### config.mk
export PLATFORM = sky130hd
export DESIGN_NAME = tcr_timer_channel_regs
export DESIGN_NICKNAME = d
export VERILOG_FILES = /design/src/tcr_pkg.sv /design/src/tcr_timer_channel_regs.sv
export VERILOG_INCLUDE_DIRS = /design/src
export SDC_FILE = /design/constraint.sdc
export NUM_CORES = 1
export LEC_CHECK = 0
export ABC_AREA = 1
export BUFFER_PORTS_ARGS = -buffer_cell sky130_fd_sc_hd__buf_2
export CAP_MARGIN = 20
export CORE_MARGIN = 4
export CORE_UTILIZATION = 55
export CTS_CLUSTER_SIZE = 30
export DETAILED_ROUTE_END_ITERATION = 8
export PLACE_DENSITY = 0.84
export RECOVER_POWER = 50
export SYNTH_ARGS = -nofsm -noshare
export SYNTH_HDL_FRONTEND = slang
export SYNTH_SLANG_ARGS = --single-unit
### constraint.sdc
create_clock -name ref_clk_i -period 1.9 [get_ports ref_clk_i]
set_input_delay 0.38 -clock ref_clk_i [delete_from_list [all_inputs] [get_ports ref_clk_i]]
set_output_delay 0.38 -clock ref_clk_i [all_outputs]
set_load 0.01 [all_outputs]
### src/tcr_cfg.svh
// Purpose: constants for the timer channel register block
// Assumes: byte-wide plain register port, 8-bit addresses
// Notes: offsets are byte addresses on the register port
`ifndef TCR_CFG_SVH
`define TCR_CFG_SVH

// register offsets
`define TCR_OFFS_CH0_SC 8'h15
`define TCR_OFFS_CH0_VH 8'h16
`define TCR_OFFS_CH0_VL 8'h17
`define TCR_OFFS_CH1_SC 8'h18

// channel 1 status and control bit positions
`define TCR_SC_FLAG_BIT 7
`define TCR_SC_IE_BIT 6
`define TCR_SC_MSH_BIT 5
`define TCR_SC_MSL_BIT 4
`define TCR_SC_ELSH_BIT 3
`define TCR_SC_ELSL_BIT 2

// edge/level select encodings
`define TCR_ELS_OFF 2'h0
`define TCR_ELS_RISE 2'h1
`define TCR_ELS_FALL 2'h2
`define TCR_ELS_BOTH 2'h3

// reset and fill values
`define TCR_BYTE_ZERO 8'h00
`define TCR_WORD_ZERO 16'h0000
`define TCR_RSVD_ZERO 2'h0

`endif

### src/tcr_pkg.sv
// Purpose: shared types for the timer channel register block
// Assumes: nothing beyond the cfg header
// Notes: no constants here, only types
`default_nettype none

package tcr_pkg;

   typedef enum logic [1:0] {
      TCR_MODE_CAPTURE,
      TCR_MODE_COMPARE,
      TCR_MODE_EDGE_PWM,
      TCR_MODE_CENTER_PWM
   } tcr_mode_type;

   typedef struct packed {
      logic [7:0] addr;
      logic [7:0] wdata;
      logic wr;
      logic rd;
   } tcr_bus_req_type;

   typedef struct packed {
      logic channel_event_flag;
      logic channel_irq_enable;
      logic mode_select_high;
      logic mode_select_low;
      logic [1:0] edge_level_select;
   } tcr_ch1_sc_type;

endpackage : tcr_pkg

`default_nettype wire

### src/tcr_timer_channel_regs.sv
// Purpose: channel 0 value registers and channel 1 status/control of a 16-bit timer
// Assumes: one clock, inputs synchronous, counter and match strobes come from outside
// Notes: read data stands one cycle after the read strobe
//
// Decided for this implementation: strobed register access.
`include "tcr_cfg.svh"
`default_nettype none

module tcr_timer_channel_regs (
   // clock and reset
   input wire logic ref_clk_i,
   input wire logic reset_n_i,
   // register port
   input wire tcr_pkg::tcr_bus_req_type bus_i,
   output logic [7:0] rd_data_o,
   // counter side
   input wire logic [15:0] counter_i,
   input wire logic center_aligned_i,
   input wire logic count_down_i,
   input wire logic period_start_i,
   // channel 0 side
   input wire logic ch0_capture_mode_i,
   input wire logic ch0_capture_i,
   output logic [15:0] ch0_value_o,
   // channel 1 side
   input wire logic ch1_match_i,
   input wire logic ch1_pin_i,
   output logic ch1_pin_o,
   output logic ch1_pin_oe_o,
   output logic ch1_capture_o,
   output logic ch1_irq_o
);

   function automatic tcr_pkg::tcr_mode_type ch_mode(input logic cpwm, input logic msh,
                                                      input logic msl);
      if (cpwm) begin
         return tcr_pkg::TCR_MODE_CENTER_PWM;
      end else if (msh) begin
         return tcr_pkg::TCR_MODE_EDGE_PWM;
      end else if (msl) begin
         return tcr_pkg::TCR_MODE_COMPARE;
      end
      return tcr_pkg::TCR_MODE_CAPTURE;
   endfunction : ch_mode

   function automatic logic hit(input tcr_pkg::tcr_bus_req_type b, input logic [7:0] offs);
      return b.addr == offs;
   endfunction : hit

   // channel 0 state
   logic [15:0] ch0_value_r;
   logic [15:0] ch0_hold_r;
   logic ch0_latched_r;
   logic ch0_latch_high_r;
   logic [7:0] ch0_wbuf_high_r;
   logic [7:0] ch0_wbuf_low_r;
   logic ch0_high_full_r;
   logic ch0_low_full_r;

   // channel 1 state
   tcr_pkg::tcr_ch1_sc_type ch1_sc_r;
   logic ch1_clear_armed_r;
   logic ch1_pin_prev_r;
   logic ch1_pin_r;

   // decoded strobes
   wire logic ch0_sc_wr = bus_i.wr && hit(bus_i, `TCR_OFFS_CH0_SC);
   wire logic ch0_vh_wr = bus_i.wr && hit(bus_i, `TCR_OFFS_CH0_VH);
   wire logic ch0_vl_wr = bus_i.wr && hit(bus_i, `TCR_OFFS_CH0_VL);
   wire logic ch0_vh_rd = bus_i.rd && hit(bus_i, `TCR_OFFS_CH0_VH);
   wire logic ch0_vl_rd = bus_i.rd && hit(bus_i, `TCR_OFFS_CH0_VL);
   wire logic ch1_sc_wr = bus_i.wr && hit(bus_i, `TCR_OFFS_CH1_SC);
   wire logic ch1_sc_rd = bus_i.rd && hit(bus_i, `TCR_OFFS_CH1_SC);

   // channel 1 mode and events
   tcr_pkg::tcr_mode_type ch1_mode;
   assign ch1_mode = ch_mode(center_aligned_i, ch1_sc_r.mode_select_high,
                             ch1_sc_r.mode_select_low);
   wire logic ch1_rise = ch1_pin_i && !ch1_pin_prev_r;
   wire logic ch1_fall = !ch1_pin_i && ch1_pin_prev_r;
   // edge polarity select, 00 gives none
   wire logic ch1_edge_evt = (ch1_rise && ch1_sc_r.edge_level_select[0]) ||
                             (ch1_fall && ch1_sc_r.edge_level_select[1]);
   wire logic ch1_event = (ch1_mode == tcr_pkg::TCR_MODE_CAPTURE) ? ch1_edge_evt : ch1_match_i;
   // second step of the clear sequence
   wire logic ch1_clear_go = ch1_sc_wr && ch1_clear_armed_r &&
                             !bus_i.wdata[`TCR_SC_FLAG_BIT];
   wire logic ch1_high_true = ch1_sc_r.edge_level_select == `TCR_ELS_FALL;

   always_ff @(posedge ref_clk_i or negedge reset_n_i) begin
      if (!reset_n_i) begin
         ch0_value_r <= `TCR_WORD_ZERO;
      end else if (ch0_capture_mode_i) begin
         // capture mode: direct byte writes, capture wins over software
         if (ch0_capture_i) begin
            ch0_value_r <= counter_i;
         end else if (ch0_vh_wr) begin
            ch0_value_r[15:8] <= bus_i.wdata;
         end else if (ch0_vl_wr) begin
            ch0_value_r[7:0] <= bus_i.wdata;
         end
      end else if (ch0_vh_wr && ch0_low_full_r) begin
         ch0_value_r <= {bus_i.wdata, ch0_wbuf_low_r};
      end else if (ch0_vl_wr && ch0_high_full_r) begin
         ch0_value_r <= {ch0_wbuf_high_r, bus_i.wdata};
      end
   end

   always_ff @(posedge ref_clk_i or negedge reset_n_i) begin
      if (!reset_n_i) begin
         ch0_wbuf_high_r <= `TCR_BYTE_ZERO;
         ch0_wbuf_low_r <= `TCR_BYTE_ZERO;
         ch0_high_full_r <= 1'b0;
         ch0_low_full_r <= 1'b0;
      // control write drops a half pair
      end else if (ch0_sc_wr || ch0_capture_mode_i) begin
         ch0_high_full_r <= 1'b0;
         ch0_low_full_r <= 1'b0;
      end else if (ch0_vh_wr) begin
         ch0_wbuf_high_r <= bus_i.wdata;
         ch0_high_full_r <= !ch0_low_full_r;
         ch0_low_full_r <= 1'b0;
      end else if (ch0_vl_wr) begin
         ch0_wbuf_low_r <= bus_i.wdata;
         ch0_low_full_r <= !ch0_high_full_r;
         ch0_high_full_r <= 1'b0;
      end
   end

   // coherent read latch in capture mode
   always_ff @(posedge ref_clk_i or negedge reset_n_i) begin
      if (!reset_n_i) begin
         ch0_hold_r <= `TCR_WORD_ZERO;
         ch0_latched_r <= 1'b0;
         ch0_latch_high_r <= 1'b0;
      end else if (ch0_sc_wr || !ch0_capture_mode_i) begin
         ch0_latched_r <= 1'b0;
      end else if (ch0_vh_rd || ch0_vl_rd) begin
         if (!ch0_latched_r) begin
            ch0_hold_r <= ch0_value_r;
            ch0_latched_r <= 1'b1;
            ch0_latch_high_r <= ch0_vh_rd;
         end else if (ch0_vh_rd != ch0_latch_high_r) begin
            // the other byte closes the pair
            ch0_latched_r <= 1'b0;
         end
      end
   end

   // channel 1 control fields
   always_ff @(posedge ref_clk_i or negedge reset_n_i) begin
      if (!reset_n_i) begin
         ch1_sc_r.channel_irq_enable <= 1'b0;
         ch1_sc_r.mode_select_high <= 1'b0;
         ch1_sc_r.mode_select_low <= 1'b0;
         ch1_sc_r.edge_level_select <= `TCR_ELS_OFF;
      end else if (ch1_sc_wr) begin
         ch1_sc_r.channel_irq_enable <= bus_i.wdata[`TCR_SC_IE_BIT];
         ch1_sc_r.mode_select_high <= bus_i.wdata[`TCR_SC_MSH_BIT];
         ch1_sc_r.mode_select_low <= bus_i.wdata[`TCR_SC_MSL_BIT];
         ch1_sc_r.edge_level_select <= bus_i.wdata[`TCR_SC_ELSH_BIT:`TCR_SC_ELSL_BIT];
      end
   end

   // channel 1 flag
   always_ff @(posedge ref_clk_i or negedge reset_n_i) begin
      if (!reset_n_i) begin
         ch1_sc_r.channel_event_flag <= 1'b0;
      // event beats a clear in the same cycle
      end else if (ch1_event) begin
         ch1_sc_r.channel_event_flag <= 1'b1;
      // a written 1 never reaches here
      end else if (ch1_clear_go) begin
         ch1_sc_r.channel_event_flag <= 1'b0;
      end
   end

   // first step arms on read of set flag
   always_ff @(posedge ref_clk_i or negedge reset_n_i) begin
      if (!reset_n_i) begin
         ch1_clear_armed_r <= 1'b0;
      end else if (ch1_event || ch1_sc_wr) begin
         ch1_clear_armed_r <= 1'b0;
      end else if (ch1_sc_rd && ch1_sc_r.channel_event_flag) begin
         ch1_clear_armed_r <= 1'b1;
      end
   end

   // pin history for edge detect
   always_ff @(posedge ref_clk_i or negedge reset_n_i) begin
      if (!reset_n_i) begin
         ch1_pin_prev_r <= 1'b0;
      end else begin
         ch1_pin_prev_r <= ch1_pin_i;
      end
   end

   // capture strobe for the channel 1 value registers
   always_ff @(posedge ref_clk_i or negedge reset_n_i) begin
      if (!reset_n_i) begin
         ch1_capture_o <= 1'b0;
      end else begin
         ch1_capture_o <= (ch1_mode == tcr_pkg::TCR_MODE_CAPTURE) && ch1_edge_evt;
      end
   end

   // channel 1 output level
   always_ff @(posedge ref_clk_i or negedge reset_n_i) begin
      if (!reset_n_i) begin
         ch1_pin_r <= 1'b0;
      end else begin
         unique case (ch1_mode)
            tcr_pkg::TCR_MODE_CAPTURE: begin
               ch1_pin_r <= ch1_pin_r;
            end
            tcr_pkg::TCR_MODE_COMPARE: begin
               if (ch1_match_i) begin
                  unique case (ch1_sc_r.edge_level_select)
                     `TCR_ELS_OFF: ch1_pin_r <= ch1_pin_r;
                     `TCR_ELS_RISE: ch1_pin_r <= !ch1_pin_r;
                     `TCR_ELS_FALL: ch1_pin_r <= 1'b0;
                     `TCR_ELS_BOTH: ch1_pin_r <= 1'b1;
                  endcase
               end
            end
            // edge PWM: period start asserts, match ends pulse
            tcr_pkg::TCR_MODE_EDGE_PWM: begin
               if (ch1_match_i) begin
                  ch1_pin_r <= !ch1_high_true;
               end else if (period_start_i) begin
                  ch1_pin_r <= ch1_high_true;
               end
            end
            // center PWM: up-match ends pulse, down-match starts it
            tcr_pkg::TCR_MODE_CENTER_PWM: begin
               if (ch1_match_i) begin
                  ch1_pin_r <= count_down_i ? ch1_high_true : !ch1_high_true;
               end
            end
         endcase
      end
   end

   // pin driven only in output modes with a nonzero field
   always_ff @(posedge ref_clk_i or negedge reset_n_i) begin
      if (!reset_n_i) begin
         ch1_pin_oe_o <= 1'b0;
      end else begin
         ch1_pin_oe_o <= (ch1_sc_r.edge_level_select != `TCR_ELS_OFF) &&
                         (ch1_mode != tcr_pkg::TCR_MODE_CAPTURE);
      end
   end

   // interrupt request, one cycle behind the flag
   always_ff @(posedge ref_clk_i or negedge reset_n_i) begin
      if (!reset_n_i) begin
         ch1_irq_o <= 1'b0;
      end else begin
         ch1_irq_o <= ch1_sc_r.channel_event_flag && ch1_sc_r.channel_irq_enable;
      end
   end

   // read data, valid the cycle after the strobe only
   always_ff @(posedge ref_clk_i or negedge reset_n_i) begin
      if (!reset_n_i) begin
         rd_data_o <= `TCR_BYTE_ZERO;
      end else if (!bus_i.rd) begin
         rd_data_o <= `TCR_BYTE_ZERO;
      end else if (ch0_vh_rd) begin
         rd_data_o <= (ch0_capture_mode_i && ch0_latched_r) ? ch0_hold_r[15:8] :
                      ch0_value_r[15:8];
      end else if (ch0_vl_rd) begin
         rd_data_o <= (ch0_capture_mode_i && ch0_latched_r) ? ch0_hold_r[7:0] :
                      ch0_value_r[7:0];
      end else if (ch1_sc_rd) begin
         rd_data_o <= {ch1_sc_r, `TCR_RSVD_ZERO};
      end else begin
         // unmapped and write-only offsets read zero
         rd_data_o <= `TCR_BYTE_ZERO;
      end
   end

   assign ch0_value_o = ch0_value_r;
   assign ch1_pin_o = ch1_pin_r;
endmodule : tcr_timer_channel_regs

`default_nettype wire
-- Word level (Yosys, flattened, before mapping)
Cells that the tools add are included.
- equal/unequal tests: 18
- mux-type cells: 42
- bitwise logic cells: 5
- reduce and logical (&&, ||, !) cells: 48
- operators by type and width (kind ; number):
    $mux 8 ; 9
    $mux 16 ; 4
    $eq 8x5->1 const B ; 4
    $mux 1 ; 23
    $logic_and 1x1->1 ; 20
    $reduce_bool 2->1 ; 5
    $reduce_and 3->1 ; 3
    $eq 2x2->1 const B ; 4
    $logic_not 1->1 ; 8
    $mux 2 ; 4
    $ne 2x2->1 const B ; 3
    $ne 3x1->1 const B ; 2
    $ne 3x3->1 const B ; 2
    $pmux 1 s3 ; 2
    $reduce_bool 3->1 ; 2
    $logic_or 1x1->1 ; 5
    $not 1->1 ; 5
    $reduce_and 5->1 ; 1
    $eq 2x1->1 const B ; 2
    $logic_not 2->1 ; 2
    $reduce_and 2->1 ; 2
    $ne 1x1->1 ; 1
- register bits: 72
- input bits: 43
- output and inout port bits: 28
- logic and storage cells: 134

-- Logic depth before layout (Yosys ltp)
Gate-level depths: netlist of run 1.
- depth after elaboration: 8
- mapped depth: 11
- gate-level depth less buffers: 11

-- Least setup slack after synthesis of run 1
OpenSTA, ideal clock, no wires.
- path kind: in2reg
- start point: input port bus_i[16] in the netlist's numbering
- end point: register ch0_latch_high_r
- setup time: 121 ps
- arrival time: 1307 ps
- slack: 472 ps
- cell stages on the path: 9
- buffers on the path: 1
- path through: inv_1 nand2_1 nor2_8 nand2_4 a21oi_4 nand2_4 buf_6 nand2_2 o21ai_2
- cells in the longest elaborated chain, start to end: 5
- elaborated cells between the ends (all ways): 10
- RTL lines (what ; line ; RTL):
    start, declared ; tcr_timer_channel_regs.sv:14 ; input wire tcr_pkg::tcr_bus_req_type bus_i,
    $eq 8x5->1 ; tcr_timer_channel_regs.sv:47 ; return b.addr == offs;
    $logic_and 1x1->1 ; tcr_timer_channel_regs.sv:67 ; wire logic ch0_sc_wr = bus_i.wr && hit(bus_i, `TCR_OFFS_CH0_SC);
    $logic_or 1x1->1 ; tcr_timer_channel_regs.sv:136 ; end else if (ch0_sc_wr || !ch0_capture_mode_i) begin
    $not 1->1 (no line) ; -- ;
    $reduce_and 3->1 (no line) ; -- ;
    end signal, assigned ; tcr_timer_channel_regs.sv:142 ; ch0_latch_high_r <= ch0_vh_rd;
    end, declared ; tcr_timer_channel_regs.sv:54 ; logic ch0_latch_high_r;
Several ways; a longest one is shown, not always the timed one.
A chain may end at the register's enable or synchronous reset.

-- Worst setup path in the final report of run 1
- start point: input port bus_i[15] in the netlist's numbering
- end point: register ch0_hold_r[7]
- cells in the longest elaborated chain, start to end: 5
- elaborated cells between the ends (all ways): 10
- RTL lines (what ; line ; RTL):
    $eq 8x5->1 ; tcr_timer_channel_regs.sv:47 ;
    $logic_and 1x1->1 ; tcr_timer_channel_regs.sv:67 ;
    $logic_or 1x1->1 ; tcr_timer_channel_regs.sv:136 ;
    $not 1->1 (no line) ; -- ;
    $reduce_and 3->1 (no line) * ; -- ;
    end signal, assigned ; tcr_timer_channel_regs.sv:133 ; ch0_hold_r <= `TCR_WORD_ZERO;
    end signal, assigned ; tcr_timer_channel_regs.sv:140 ; ch0_hold_r <= ch0_value_r;
    end, declared ; tcr_timer_channel_regs.sv:52 ; logic [15:0] ch0_hold_r;
Mark *: on every way between the ends. The rest lies on a longest branch, timed or not.

==> results.txt, run 1 <==
The floorplan step set the die width to 95.0 um. Counting every sink on the clock net gives approximately 70. After clock tree synthesis, the clock-pin slew on the worst setup and hold paths is around 0.080 ns.

The cell at the root of the clock tree is clkbuf_8. In this run the power spent charging and discharging nets is about 1100 uW. The leakage power is around 0.0027 uW. The final standard cell count with taps included and fillers excluded came out at approximately 730.

The flow ran to the end, and the final reports show no timing, DRC or antenna violations. The initial core utilization is 57.1%. The number of ports placed on the die boundary came out at slightly above 70. The detailed router used layers up to and including met4. The register area is between 1500 and 2000 um2.

Entering global routing, the biggest net connects 31 pins. The warning count from the yosys run is 0. The total design power came out at between 3000 and 4000 uW. TritonCTS built the clock tree.

The number of clock buffers added by TritonCTS is 9. The share of synthesized registers carrying an async set or reset is 100%. For this run, the top clock speed supported by timing is around 0.60 GHz. The routability congestion estimate from global placement is around 0.94. Averaged over all synthesized cells, the footprint is ~7.5 um2. VDD sags by at most ~0.37 mV. The synthesized cell area is between 4000 and 5000 um2. The required time reported for the critical path endpoint came out at approximately 2.1 ns. From synthesis to final layout, the design area changed by 14.8%. The routed wire length came out at roughly 11000 um. The top flip-flop cell by instance count after synthesis is dfrtp_1. The number of nets in the synthesized netlist is 598. The count of final max-slew check failures is 0. For this run, the total global-route usage over all layers was measured as roughly a quarter.

At the pin with the least slew margin, the transition time is ~0.67 ns. The met2 wire length is ~5100 um. The final design utilization is 65.5%. Buffers placed on the I/O ports in this run total 70.

The sequential cell fraction of total power is 48.6%. STA classifies the critical path endpoint as a flop. The max-capacitance violation count is 0. The arrival time of the worst setup path is approximately 1.9 ns. The post-synthesis sequential element count is between 70 and 80. The type of element launching the critical path is an input port. The initial detailed-routing violation count is 295. After floorplanning, the core was divided into 31 placement rows. The number of antenna-violating nets in the routed design is 0. In the layout the commonest cells are nand2_1 (225), dfrtp_1 (72), inv_1 (67), buf_2 (65), nand3_1 (36). The vias per cell came out at approximately 5.3. Net switching is 30.5% of the power. The power share of the clock group is between 30% and 40%. The setup clock skew after layout came out at around 0.016 ns. In this run, placement finished with an instance count of 717. The number of antenna violations at the first check in global routing is 0.

Setup repair after global routing left no endpoint under its margin. The number of inserted diodes is 0. The vertical die dimension is between 90 and 100 um. The portion of the post-synthesis area used by sequential elements came out at roughly 43%. The first-pass GRT wire length came out at between 15000 and 20000 um.

The fraction of final layout cells with drive strength greater than 1 is between 20% and 30%. The critical path is of the in -> reg type. The worst-case clock buffer depth is 2. The number of distinct library cell variants in the gate-level netlist after synthesis came out at 33. The power density of the placed cells came out at 731 nW/um2. The most common cell after layout, fill and taps aside is nand2_1. In the final design database the tool counted a little under 700 nets. The relative slew slack came out at around 55%. The worst-skew pair later-pin latency came out at approximately 0.37 ns. The setup total negative slack is 0 ns. The routed length on met1 came out at around 4500 um.

The via count of the routed design is 3861. In the final layout, the multi-input gates occupy around 1900 um2. The count of fill cells added during filler insertion came out at ~650. The maximum fanout along the worst path is 30. The die covers 9020 um2.

The number of design rule violations left after detail routing came out at 0. The share of the clock period used by the worst path after layout came out at approximately 88%. The routed length on met3 is ~710 um. The length of the first detailed-routing pass in iterations came out at 5. The post-cts resize count is 0. The region available for standard cell placement spans approximately 7300 um2. Cell internal power was estimated by the tool at roughly 2400 uW.

The leftover overflow at the end of global routing is 0. The number of enable flip-flop cells after synthesis came out at 0. The routed length per instance came out at 14.4 um. The clock period minus final worst setup slack is roughly 1.7 ns. In this run the number of H-tree levels came out at 3. In this run the worst hold path is classified as in -> reg.

The estimated wirelength of the detail-placed design is 8020 um. The number of global-route vias before repair came to roughly 3800. The number of setup violations in the final report came out at 0. Per report_power, the combinational group accounts for 15.3% of the total.

The synthesized instance count is 555. The number of endpoints with negative hold slack in the final report is 0.
critical path: stages:
cell and delay [ns]:
buf_2 0.10, inv_1 0.06, nand2_2 0.04, nor2_1 0.39, nand2_1 0.22, a21oi_4 0.22
nand2_4 0.28, nand2_2 0.14, o21ai_2 0.06
power groups by stage:
| stage | logic, uW | clock network (uW) | registers, uW |
|---|---|---|---|
| 2_1_floorplan | 296 | 0 | 1730 |
| 3_3_place_gp | 527 | 0 | 1720 |
| 3_5_place_dp | 542 | 0 | 1720 |
| 4_1_cts | 546 | 1260 | 1690 |
| 5_1_grt | 605 | 1330 | 1710 |
| 6_report | 535 | 1260 | 1700 |
final cells by class:
cell class	count	share of cell area, %
Clock buffer	9	2.59
Clock inverter	7	1.62
Inverter	71	5.63
Multi-Input combinational cell	391	40.5
Sequential cell	72	37.7
Tap cell	99	2.59
Timing Repair Buffer	85	9.35
cells in the mapped netlist (3+ instances only):
| cell type | count | area (um2) |
|---|---|---|
| dfrtp_1 | 72 | 1800 |
| o211ai_1 | 6 | 45.0 |
| o21ai_1 | 11 | 55.1 |
| clkbuf_1 | 7 | 26.3 |
| buf_2 | 5 | 25.0 |
| nor2_1 | 13 | 48.8 |
| nor2_4 | 3 | 33.8 |
| inv_1 | 67 | 251 |
| nand4_1 | 17 | 106 |
| nand2_4 | 4 | 45.0 |
| nor2_2 | 4 | 25.0 |
| nand2_2 | 18 | 113 |
| nand2_1 | 224 | 841 |
| buf_6 | 6 | 67.6 |
| nand3_1 | 36 | 180 |
| o21ai_0 | 15 | 75.1 |
| mux2_2 | 4 | 45.0 |
| o21ai_2 | 20 | 175 |
flip-flops by register name, indices dropped and copies added (netlist names):
signal,flops
ch0_hold_r,16
ch0_value_o,16
ch0_wbuf_high_r,8
ch0_wbuf_low_r,8
rd_data_o,8
ch1_sc_r,6
ch0_high_full_r,1
ch0_latch_high_r,1
ch0_latched_r,1
ch0_low_full_r,1
ch1_capture_o,1
ch1_clear_armed_r,1
ch1_irq_o,1
ch1_pin_o,1
ch1_pin_oe_o,1
ch1_pin_prev_r,1
path summary, 6_finish.rpt:
kind / slack, ns / from / end / depth (start not counted)
setup / recovery: 0.23 / bus_i[15] / ch0_hold_r[7] / 9
hold / removal: 0.14 / ch1_pin_i / ch1_pin_prev_r / 1
setup reg to reg: 0.29 / ch0_latched_r / rd_data_o[3] / 7
hold reg to reg: 0.49 / ch0_hold_r[8] / ch0_hold_r[8] / 2
max in group asynchronous: 0.43 / reset_n_i / ch0_value_o[14] / 3
min in group asynchronous: 0.46 / reset_n_i / ch1_pin_o / 2
metrics by stage:
stage / hold slack (ns) / setup WS (ns) / instance area (um2)
3_5_place_dp: 0.355 / 0.168 / 4620
4_1_cts: 0.138 / 0.329 / 4830
2_1_floorplan: 0.0844 / 0.472 / 4160
6_report: 0.137 / 0.229 / 4780
5_1_grt: 0.131 / 0.0940 / 4780
3_3_place_gp: 0.347 / 0.206 / 4620
routing by layer:
layer,track usage (%),up-vias
met5,0,-
met4,9.62,0
met3,4.70,30
met2,41.6,158
met1,33.0,1782
li1,-,1891
repair_timing:
action	CTS	global route
endpoints found under the hold margin	16	0
hold buffers	1	0
buffers inserted	0	0
cell families after synthesis:
logic type      after synthesis  synth area share [%]
simple gates                326                  35.7
compound gates               61                  10.1
flops                        72                  43.3
buf+inv                      92                  9.77
mux                           4                  1.08
Note: power is estimated with default switching activity, not from simulation.
==> inputs of run 2 (changes only) <==
--- a/config.mk
+++ b/config.mk
@@ -9,6 +9,7 @@
 export ABC_AREA = 1
 export BUFFER_PORTS_ARGS = -buffer_cell sky130_fd_sc_hd__buf_2
 export CAP_MARGIN = 20
+export CORE_ASPECT_RATIO = 0.5
 export CORE_MARGIN = 4
 export CORE_UTILIZATION = 55
 export CTS_CLUSTER_SIZE = 30
==> results.txt, run 2 (same netlist as run 1, synthesis figures left out) <==
The vias per cell is 5.32 (+1.1%). The worst-case clock buffer depth came to 2 (unchanged). The post-cts hold buffer count is 0 (-1). The number of inserted diodes is 0 (unchanged). The register area is 1800 um2 (unchanged). The pin count of the biggest net entering global routing came out at 40 (+29%). The worst setup path is captured at a flop. The leftover overflow at the end of global routing came out at 0 (unchanged). The CTS sink count came out at 72 (unchanged). The routability congestion estimate from global placement is 0.900 (-4.7%).

The share of the clock period used by the worst path after layout came out at 80.6% (-7.4 points). The count of buffers from port buffering is 70 (unchanged). The final design instance area without fill came out at 4830 um2 (+1.2%). The total global routing track utilization came out at 24.3% (-0.91 points).

The max-capacitance violation count came out at 0 (unchanged). The clock period minus final worst setup slack came out at 1.53 ns (-0.140 ns). The estimated wirelength of the detail-placed design is 7540 um (-6.0%). The worst-skew pair later-pin latency came to 0.34 ns (-0.03 ns). The number of antenna violations at the first check in global routing came to 0 (unchanged). The most common cell after layout, fill and taps aside is nand2_1. The die area came out at 9110 um2 (+0.94%). In the layout the commonest cells are nand2_1 (225), dfrtp_1 (72), inv_1 (67), buf_2 (59), nand3_1 (36).

The required time reported for the critical path endpoint is 2.12 ns (-0.02 ns). The routed wire length is 10400 um (-1.8%). The most critical setup path has its startpoint at ch0_latched_r.

The total design power came to 3770 uW (+8.0%). The routed length per instance came out at 14.4 um (-0.48%). The worst setup path is of the reg -> reg kind.

The die boundary width is 131 um (+38%). The post-cts resize count came to 0 (unchanged). The TritonCTS clock tree is done. The initial detailed-routing violation count is 353 (+20%). The number of global-route vias before repair is 3584 (-4.8%). The arrival time of the worst setup path came out at 1.76 ns (-0.15 ns). The number of antenna-violating nets in the routed design came out at 0 (unchanged). The setup clock skew after layout is 0.00604 ns (-0.00948 ns). The floorplan core area came to 7350 um2 (+0.79%). The via count of the routed design came to 3851 (-0.26%).

The site row count came out at 22 (-29%). The highest clock frequency the design can meet came out at 0.653 GHz (+9.1%). The power density of the placed cells is 781 nW/um2 (+6.8%). The maximum fanout along the worst path is 20 (-33%). In this run the most critical hold path is launched from ch1_pin_i. The number of endpoints with negative hold slack in the final report is 0 (unchanged).

The slew at the pin closest to its max-slew limit is 1.37 ns (+0.700 ns). The post-CTS setup repair buffer count was 0 (unchanged). The number of buffers added by the clock tree synthesis step came out at 9 (unchanged). The clock transition at the registers of the reported paths came to 0.05 ns (-0.03 ns). The cell at the root of the clock tree is clkbuf_16. The growth of design area from synthesis to finish is 16.1%. The highest ir drop seen on vdd is 0.491 mV (+31%). The cell area after placement was 4590 um2 (-0.57%). The number of design rule violations left after detail routing is 0 (unchanged). The count of fill cells added during filler insertion came out at 663 (+1.4%). The area used by multi-input combinational logic is 1950 um2 (+0.84%).

The leakage power is 0.00272 uW (+0.61%). The fraction of final layout cells with drive strength greater than 1 is 22.9% (-1.3 points). The number of H-tree levels is 3 (unchanged). The count of final max-slew check failures is 0 (unchanged). The number of setup violations in the final report is 0 (unchanged).

The tightest min-delay check is of the in -> reg type. The initial core utilization is 56.6% (-0.45 points). The vertical die dimension is 69.5 um (-27%). The type of element launching the critical path is a flop. The number of ports placed on the die boundary is 71 (unchanged). The number of nets in the final layout is 669 (-0.59%).

The first-pass GRT wire length came out at 17500 um (+0.23%). The length of the first detailed-routing pass in iterations is 5 (unchanged). The setup total negative slack came to 0 ns (unchanged). The worst-case hold slack was 0.174 ns (+0.0370 ns). The run finished with clean final reports. The worst flop-to-flop path startpoint is ch0_latched_r. The relative slew slack is 8.65% (-47 points). Setup repair after global routing left no endpoint under its margin.
-- run 2: cell count changes in the layout (fill, tap and decap cells not counted), moves of 2 or more --
cell       before  now
clkbuf_1        7   12
clkbuf_16       0    9
buf_2          65   59
clkbuf_8        9    2
inv_6           2    0
clkinv_4        2    0
-- run 2: per-layer routing --
layer  vias to the layer above  track usage (%)  part of all wire (%)
met5                         -                0                     0
met1                      1776             35.2                    45
met2                       170             35.7                    44
met3                        15             6.92                   9.4
li1                       1890                -                     -
met4                         0             6.61                   1.2
-- run 2: per-stage QoR --
| step | instances | util, % | setup slack (ns) |
|---|---|---|---|
| 5_1_grt | 724 | 65.7 | 0.226 |
| 2_1_floorplan | 555 | - | 0.472 |
| 3_5_place_dp | 711 | 62.4 | 0.103 |
| 3_3_place_gp | 711 | 62.4 | 0.158 |
| 4_1_cts | 724 | 66.0 | 0.380 |
| 6_report | 724 | 65.7 | 0.369 |
-- run 2: worst max-delay path, cell delays in order, from the launching register on --
cell      delay [ns]
dfrtp_1         0.42
nand2_1         0.30
buf_4           0.30
nand2_1         0.08
o211ai_1        0.10
nand3_1         0.09
nand2_1         0.08
inv_1           0.04
-- run 2: final timing paths --
| check | endpoint | slack (ns) | depth (start not counted) |
|---|---|---|---|
| min in group asynchronous | ch0_hold_r[10] | 0.34 | 1 |
| setup / recovery | rd_data_o[3] | 0.37 | 7 |
| max in group asynchronous | ch1_pin_o | 0.59 | 2 |
| setup reg to reg | rd_data_o[3] | 0.37 | 7 |
| hold reg to reg | ch0_wbuf_low_r[7] | 0.48 | 2 |
| hold / removal | ch1_pin_prev_r | 0.17 | 1 |
-- run 2: layout make-up --
type / instances / share of cell area (%)
Clock buffer: 12 / 5.31
Inverter: 71 / 5.57
Sequential cell: 72 / 37.3
Timing Repair Buffer: 81 / 8.88
Clock inverter: 1 / 0.104
Multi-Input combinational cell: 391 / 40.4
Tap cell: 96 / 2.49
-- run 2: power by group --
group | switching [uW] | internal, uW | leakage (uW) | total, uW
clock network | 600 | 930 | 0.000130 | 1530
logic | 343 | 194 | 0.00166 | 538
registers | 83.5 | 1620 | 0.000926 | 1710
==> inputs of run 3 (changes only) <==
--- a/config.mk
+++ b/config.mk
@@ -11,10 +11,10 @@
 export CAP_MARGIN = 20
 export CORE_ASPECT_RATIO = 0.5
 export CORE_MARGIN = 4
-export CORE_UTILIZATION = 55
+export CORE_UTILIZATION = 51
 export CTS_CLUSTER_SIZE = 30
 export DETAILED_ROUTE_END_ITERATION = 8
-export PLACE_DENSITY = 0.84
+export PLACE_DENSITY = 0.82
 export RECOVER_POWER = 50
 export SYNTH_ARGS = -nofsm -noshare
 export SYNTH_HDL_FRONTEND = slang
==> constraint.sdc (replaced) <==
create_clock -name ref_clk_i -period 1.4 [get_ports ref_clk_i]
set_input_delay 0.28 -clock ref_clk_i [delete_from_list [all_inputs] [get_ports ref_clk_i]]
set_output_delay 0.28 -clock ref_clk_i [all_outputs]
set_load 0.01 [all_outputs]
==> results.txt, run 3 (same netlist as run 1, synthesis figures left out) <==
The run finished with clean final reports. The share of total power in combinational logic is 14.2% (about the same). The highest ir drop seen on vdd was 0.750 mV (+53%). The required time reported for the critical path endpoint came out at 1.63 ns (-0.49 ns). The net switching component of the power came to 1440 uW (+40%).

Setup repair after global routing left no endpoint under its margin. The power share of the clock group is 42.2% (+1.7 points). The number of global-route vias before repair is 3682 (+2.7%). The cell area after placement came out at 4860 um2 (+5.8%).

The vertical die dimension came out at 71.9 um (+3.4%). The length in cells of the worst reg-to-reg path was 8 (+1). The power density of the placed cells is 1040 nW/um2 (+33%).

The clock transition at the registers of the reported paths is 0.05 ns (about the same). The count of final max-slew check failures came out at 0 (unchanged). The slew at the pin closest to its max-slew limit is 0.464 ns (-0.906 ns).

In this run the worst hold path is classified as in -> reg. The setup slack of the critical path after layout was 0.133 ns (-0.236 ns). The highest clock frequency the design can meet came out at 0.789 GHz (+21%).

The internal power of the cells is 3860 uW (+40%). The via count of the routed design came out at 3911 (+1.6%). The number of H-tree levels is 3 (unchanged).

The routed length per instance is 14.1 um (-1.6%). The fraction of final layout cells with drive strength greater than 1 is 26.6% (+3.7 points). The maximum fanout along the worst path is 4 (-80%).

The initial detailed-routing violation count came out at 274 (-22%). The die area is 9760 um2 (+7.1%). The critical path endpoint category is a flop. The endpoint identified for the worst register-to-register timing path is ch1_clear_armed_r.

The sink of the worst hold path is ch1_pin_prev_r. The length of the first detailed-routing pass in iterations is 8 (+3). STA classifies the critical path startpoint as a flop.

The cell count of the worst hold path is 1 (unchanged). The worst-skew pair later-pin latency was 0.34 ns (about the same). The TritonCTS clock tree is done.

The clock period minus final worst setup slack is 1.27 ns (-0.264 ns). The worst-case hold slack is 0.0673 ns (-0.107 ns). The leakage power is 0.00288 uW (+5.9%).

The share of the clock period used by the worst path after layout is 90.5% (+9.9 points). The number of endpoints with negative hold slack in the final report is 0 (unchanged). The leftover overflow at the end of global routing came to 0 (unchanged). The number of inserted diodes is 0 (unchanged).

Leaving out fill and tap cells, the most frequent cells in the layout are nand2_1 (224), dfrtp_1 (72), inv_1 (67), buf_2 (61), nand3_1 (36). The site row count came out at 22 (unchanged). The number of nets in the final layout is 692 (+3.4%). The final design instance area without fill is 5120 um2 (+6.0%).

The most common cell after layout, fill and taps aside is nand2_1. The initial core utilization is 54.6% (-2.0 points). The count of buffers from port buffering is 70 (unchanged). The total global routing track utilization came to 23.5% (-0.80 points).

The number of ports placed on the die boundary is 71 (unchanged). The setup slack on the worst flop-to-flop path came to 0.13 ns (-0.24 ns). The net switching share of the total power is 27.2% (about the same).

The minimum setup slack after placement came out at -0.119 ns (-0.222 ns). The max-capacitance violation count came out at 0 (unchanged). The first-pass GRT wire length is 17900 um (+2.6%).

The CTS sink count was 72 (unchanged). The routed wire length is 10800 um (+3.4%). The tree is rooted in a clkbuf_16. The setup total negative slack was 0 ns (unchanged).

The pin count of the biggest net entering global routing came out at 31 (-23%). The relative slew slack came to 69.1% (+60 points). The arrival time of the worst setup path was 1.50 ns (-0.26 ns). The number of buffers added by the clock tree synthesis step is 9 (unchanged). The growth of design area from synthesis to finish is 23.0%. The critical hold path startpoint is ch1_pin_i. The die boundary width is 136 um (+3.6%).

The floorplan core area is 7620 um2 (+3.7%). The estimated wirelength of the detail-placed design is 7850 um (+4.1%). The worst setup path is of the reg -> reg kind. The vias per cell is 5.14 (-3.4%). The setup clock skew after layout was 0.00501 ns (-0.00103 ns). The number of antenna violations at the first check in global routing came out at 0 (unchanged).

The number of setup violations in the final report came to 0 (unchanged). The worst-case clock buffer depth was 2 (unchanged). The sequential cell fraction of total power came out at 43.6% (-1.6 points). The total design power came out at 5300 uW (+40%). The worst register-to-register path begins at ch1_sc_r[3]. The routability congestion estimate from global placement is 0.892 (-0.92%). The number of design rule violations left after detail routing was 0 (unchanged). The number of antenna-violating nets in the routed design is 0 (unchanged).
==> run 3: what timing repair did <==
| item | CTS | global route |
|---|---|---|
| endpoints found under the setup margin | 0 | 1 |
| gates resized for setup | 0 | 1 |
| setup buffers | 0 | 0 |
| endpoints found under the hold margin | 12 | 0 |
| hold buffers | 1 | 0 |
==> run 3: metrics by stage <==
stage                     cells  utilization, %
after floorplan             555               -
after global placement      745            63.7
after detailed placement    745            63.7
after CTS                   761            67.7
after global routing        761            67.1
final                       761            67.1
==> run 3: critical path: stages (launching register included) <==
cell,delay (ns)
dfrtp_1,0.41
inv_1,0.08
nand2_1,0.07
nor2_1,0.20
nand2_1,0.10
o21ai_0,0.14
nor2_1,0.07
nand2_1,0.06
inv_1,0.03
==> run 3: worst max path at each step <==
stage	start	end	slack [ns]	cells after the start
after floorplan	ch0_low_full_r	ch0_value_o[0]	0.04	7
after global placement	bus_i[16]	rd_data_o[7]	-0.09	12
after detailed placement	bus_i[16]	rd_data_o[7]	-0.12	12
after CTS	ch1_sc_r[3]	ch1_clear_armed_r	0.14	8
after global routing	ch1_sc_r[3]	ch1_clear_armed_r	0.03	8
final	ch1_sc_r[3]	ch1_clear_armed_r	0.13	8
==> run 3: power groups by stage <==
stage | combinational [uW] | sequential (uW) | clock (uW)
after global routing | 850 | 2330 | 2340
after CTS | 765 | 2310 | 2250
after floorplan | 402 | 2340 | 0
after global placement | 736 | 2340 | 0
final | 752 | 2310 | 2240
after detailed placement | 752 | 2340 | 0
==> run 3: metal layers <==
| layer | up-vias | track usage, % | wire, um |
|---|---|---|---|
| met5 | - | 0 | 0 |
| met4 | 0 | 5.36 | 209 |
| met3 | 24 | 6.52 | 828 |
| met2 | 145 | 36.1 | 4700 |
| met1 | 1798 | 33.5 | 5030 |
| li1 | 1944 | - | - |
==> run 3: final cells by class <==
class                   count  area [um2]
repair buffers            104         666
flip-flops and latches     72        1800
clock buffers              13         280
inverters                  71         269
multi-input cells         391        1960
fillers                   632        2500
well taps                 108         135
clock inverters             2        12.5
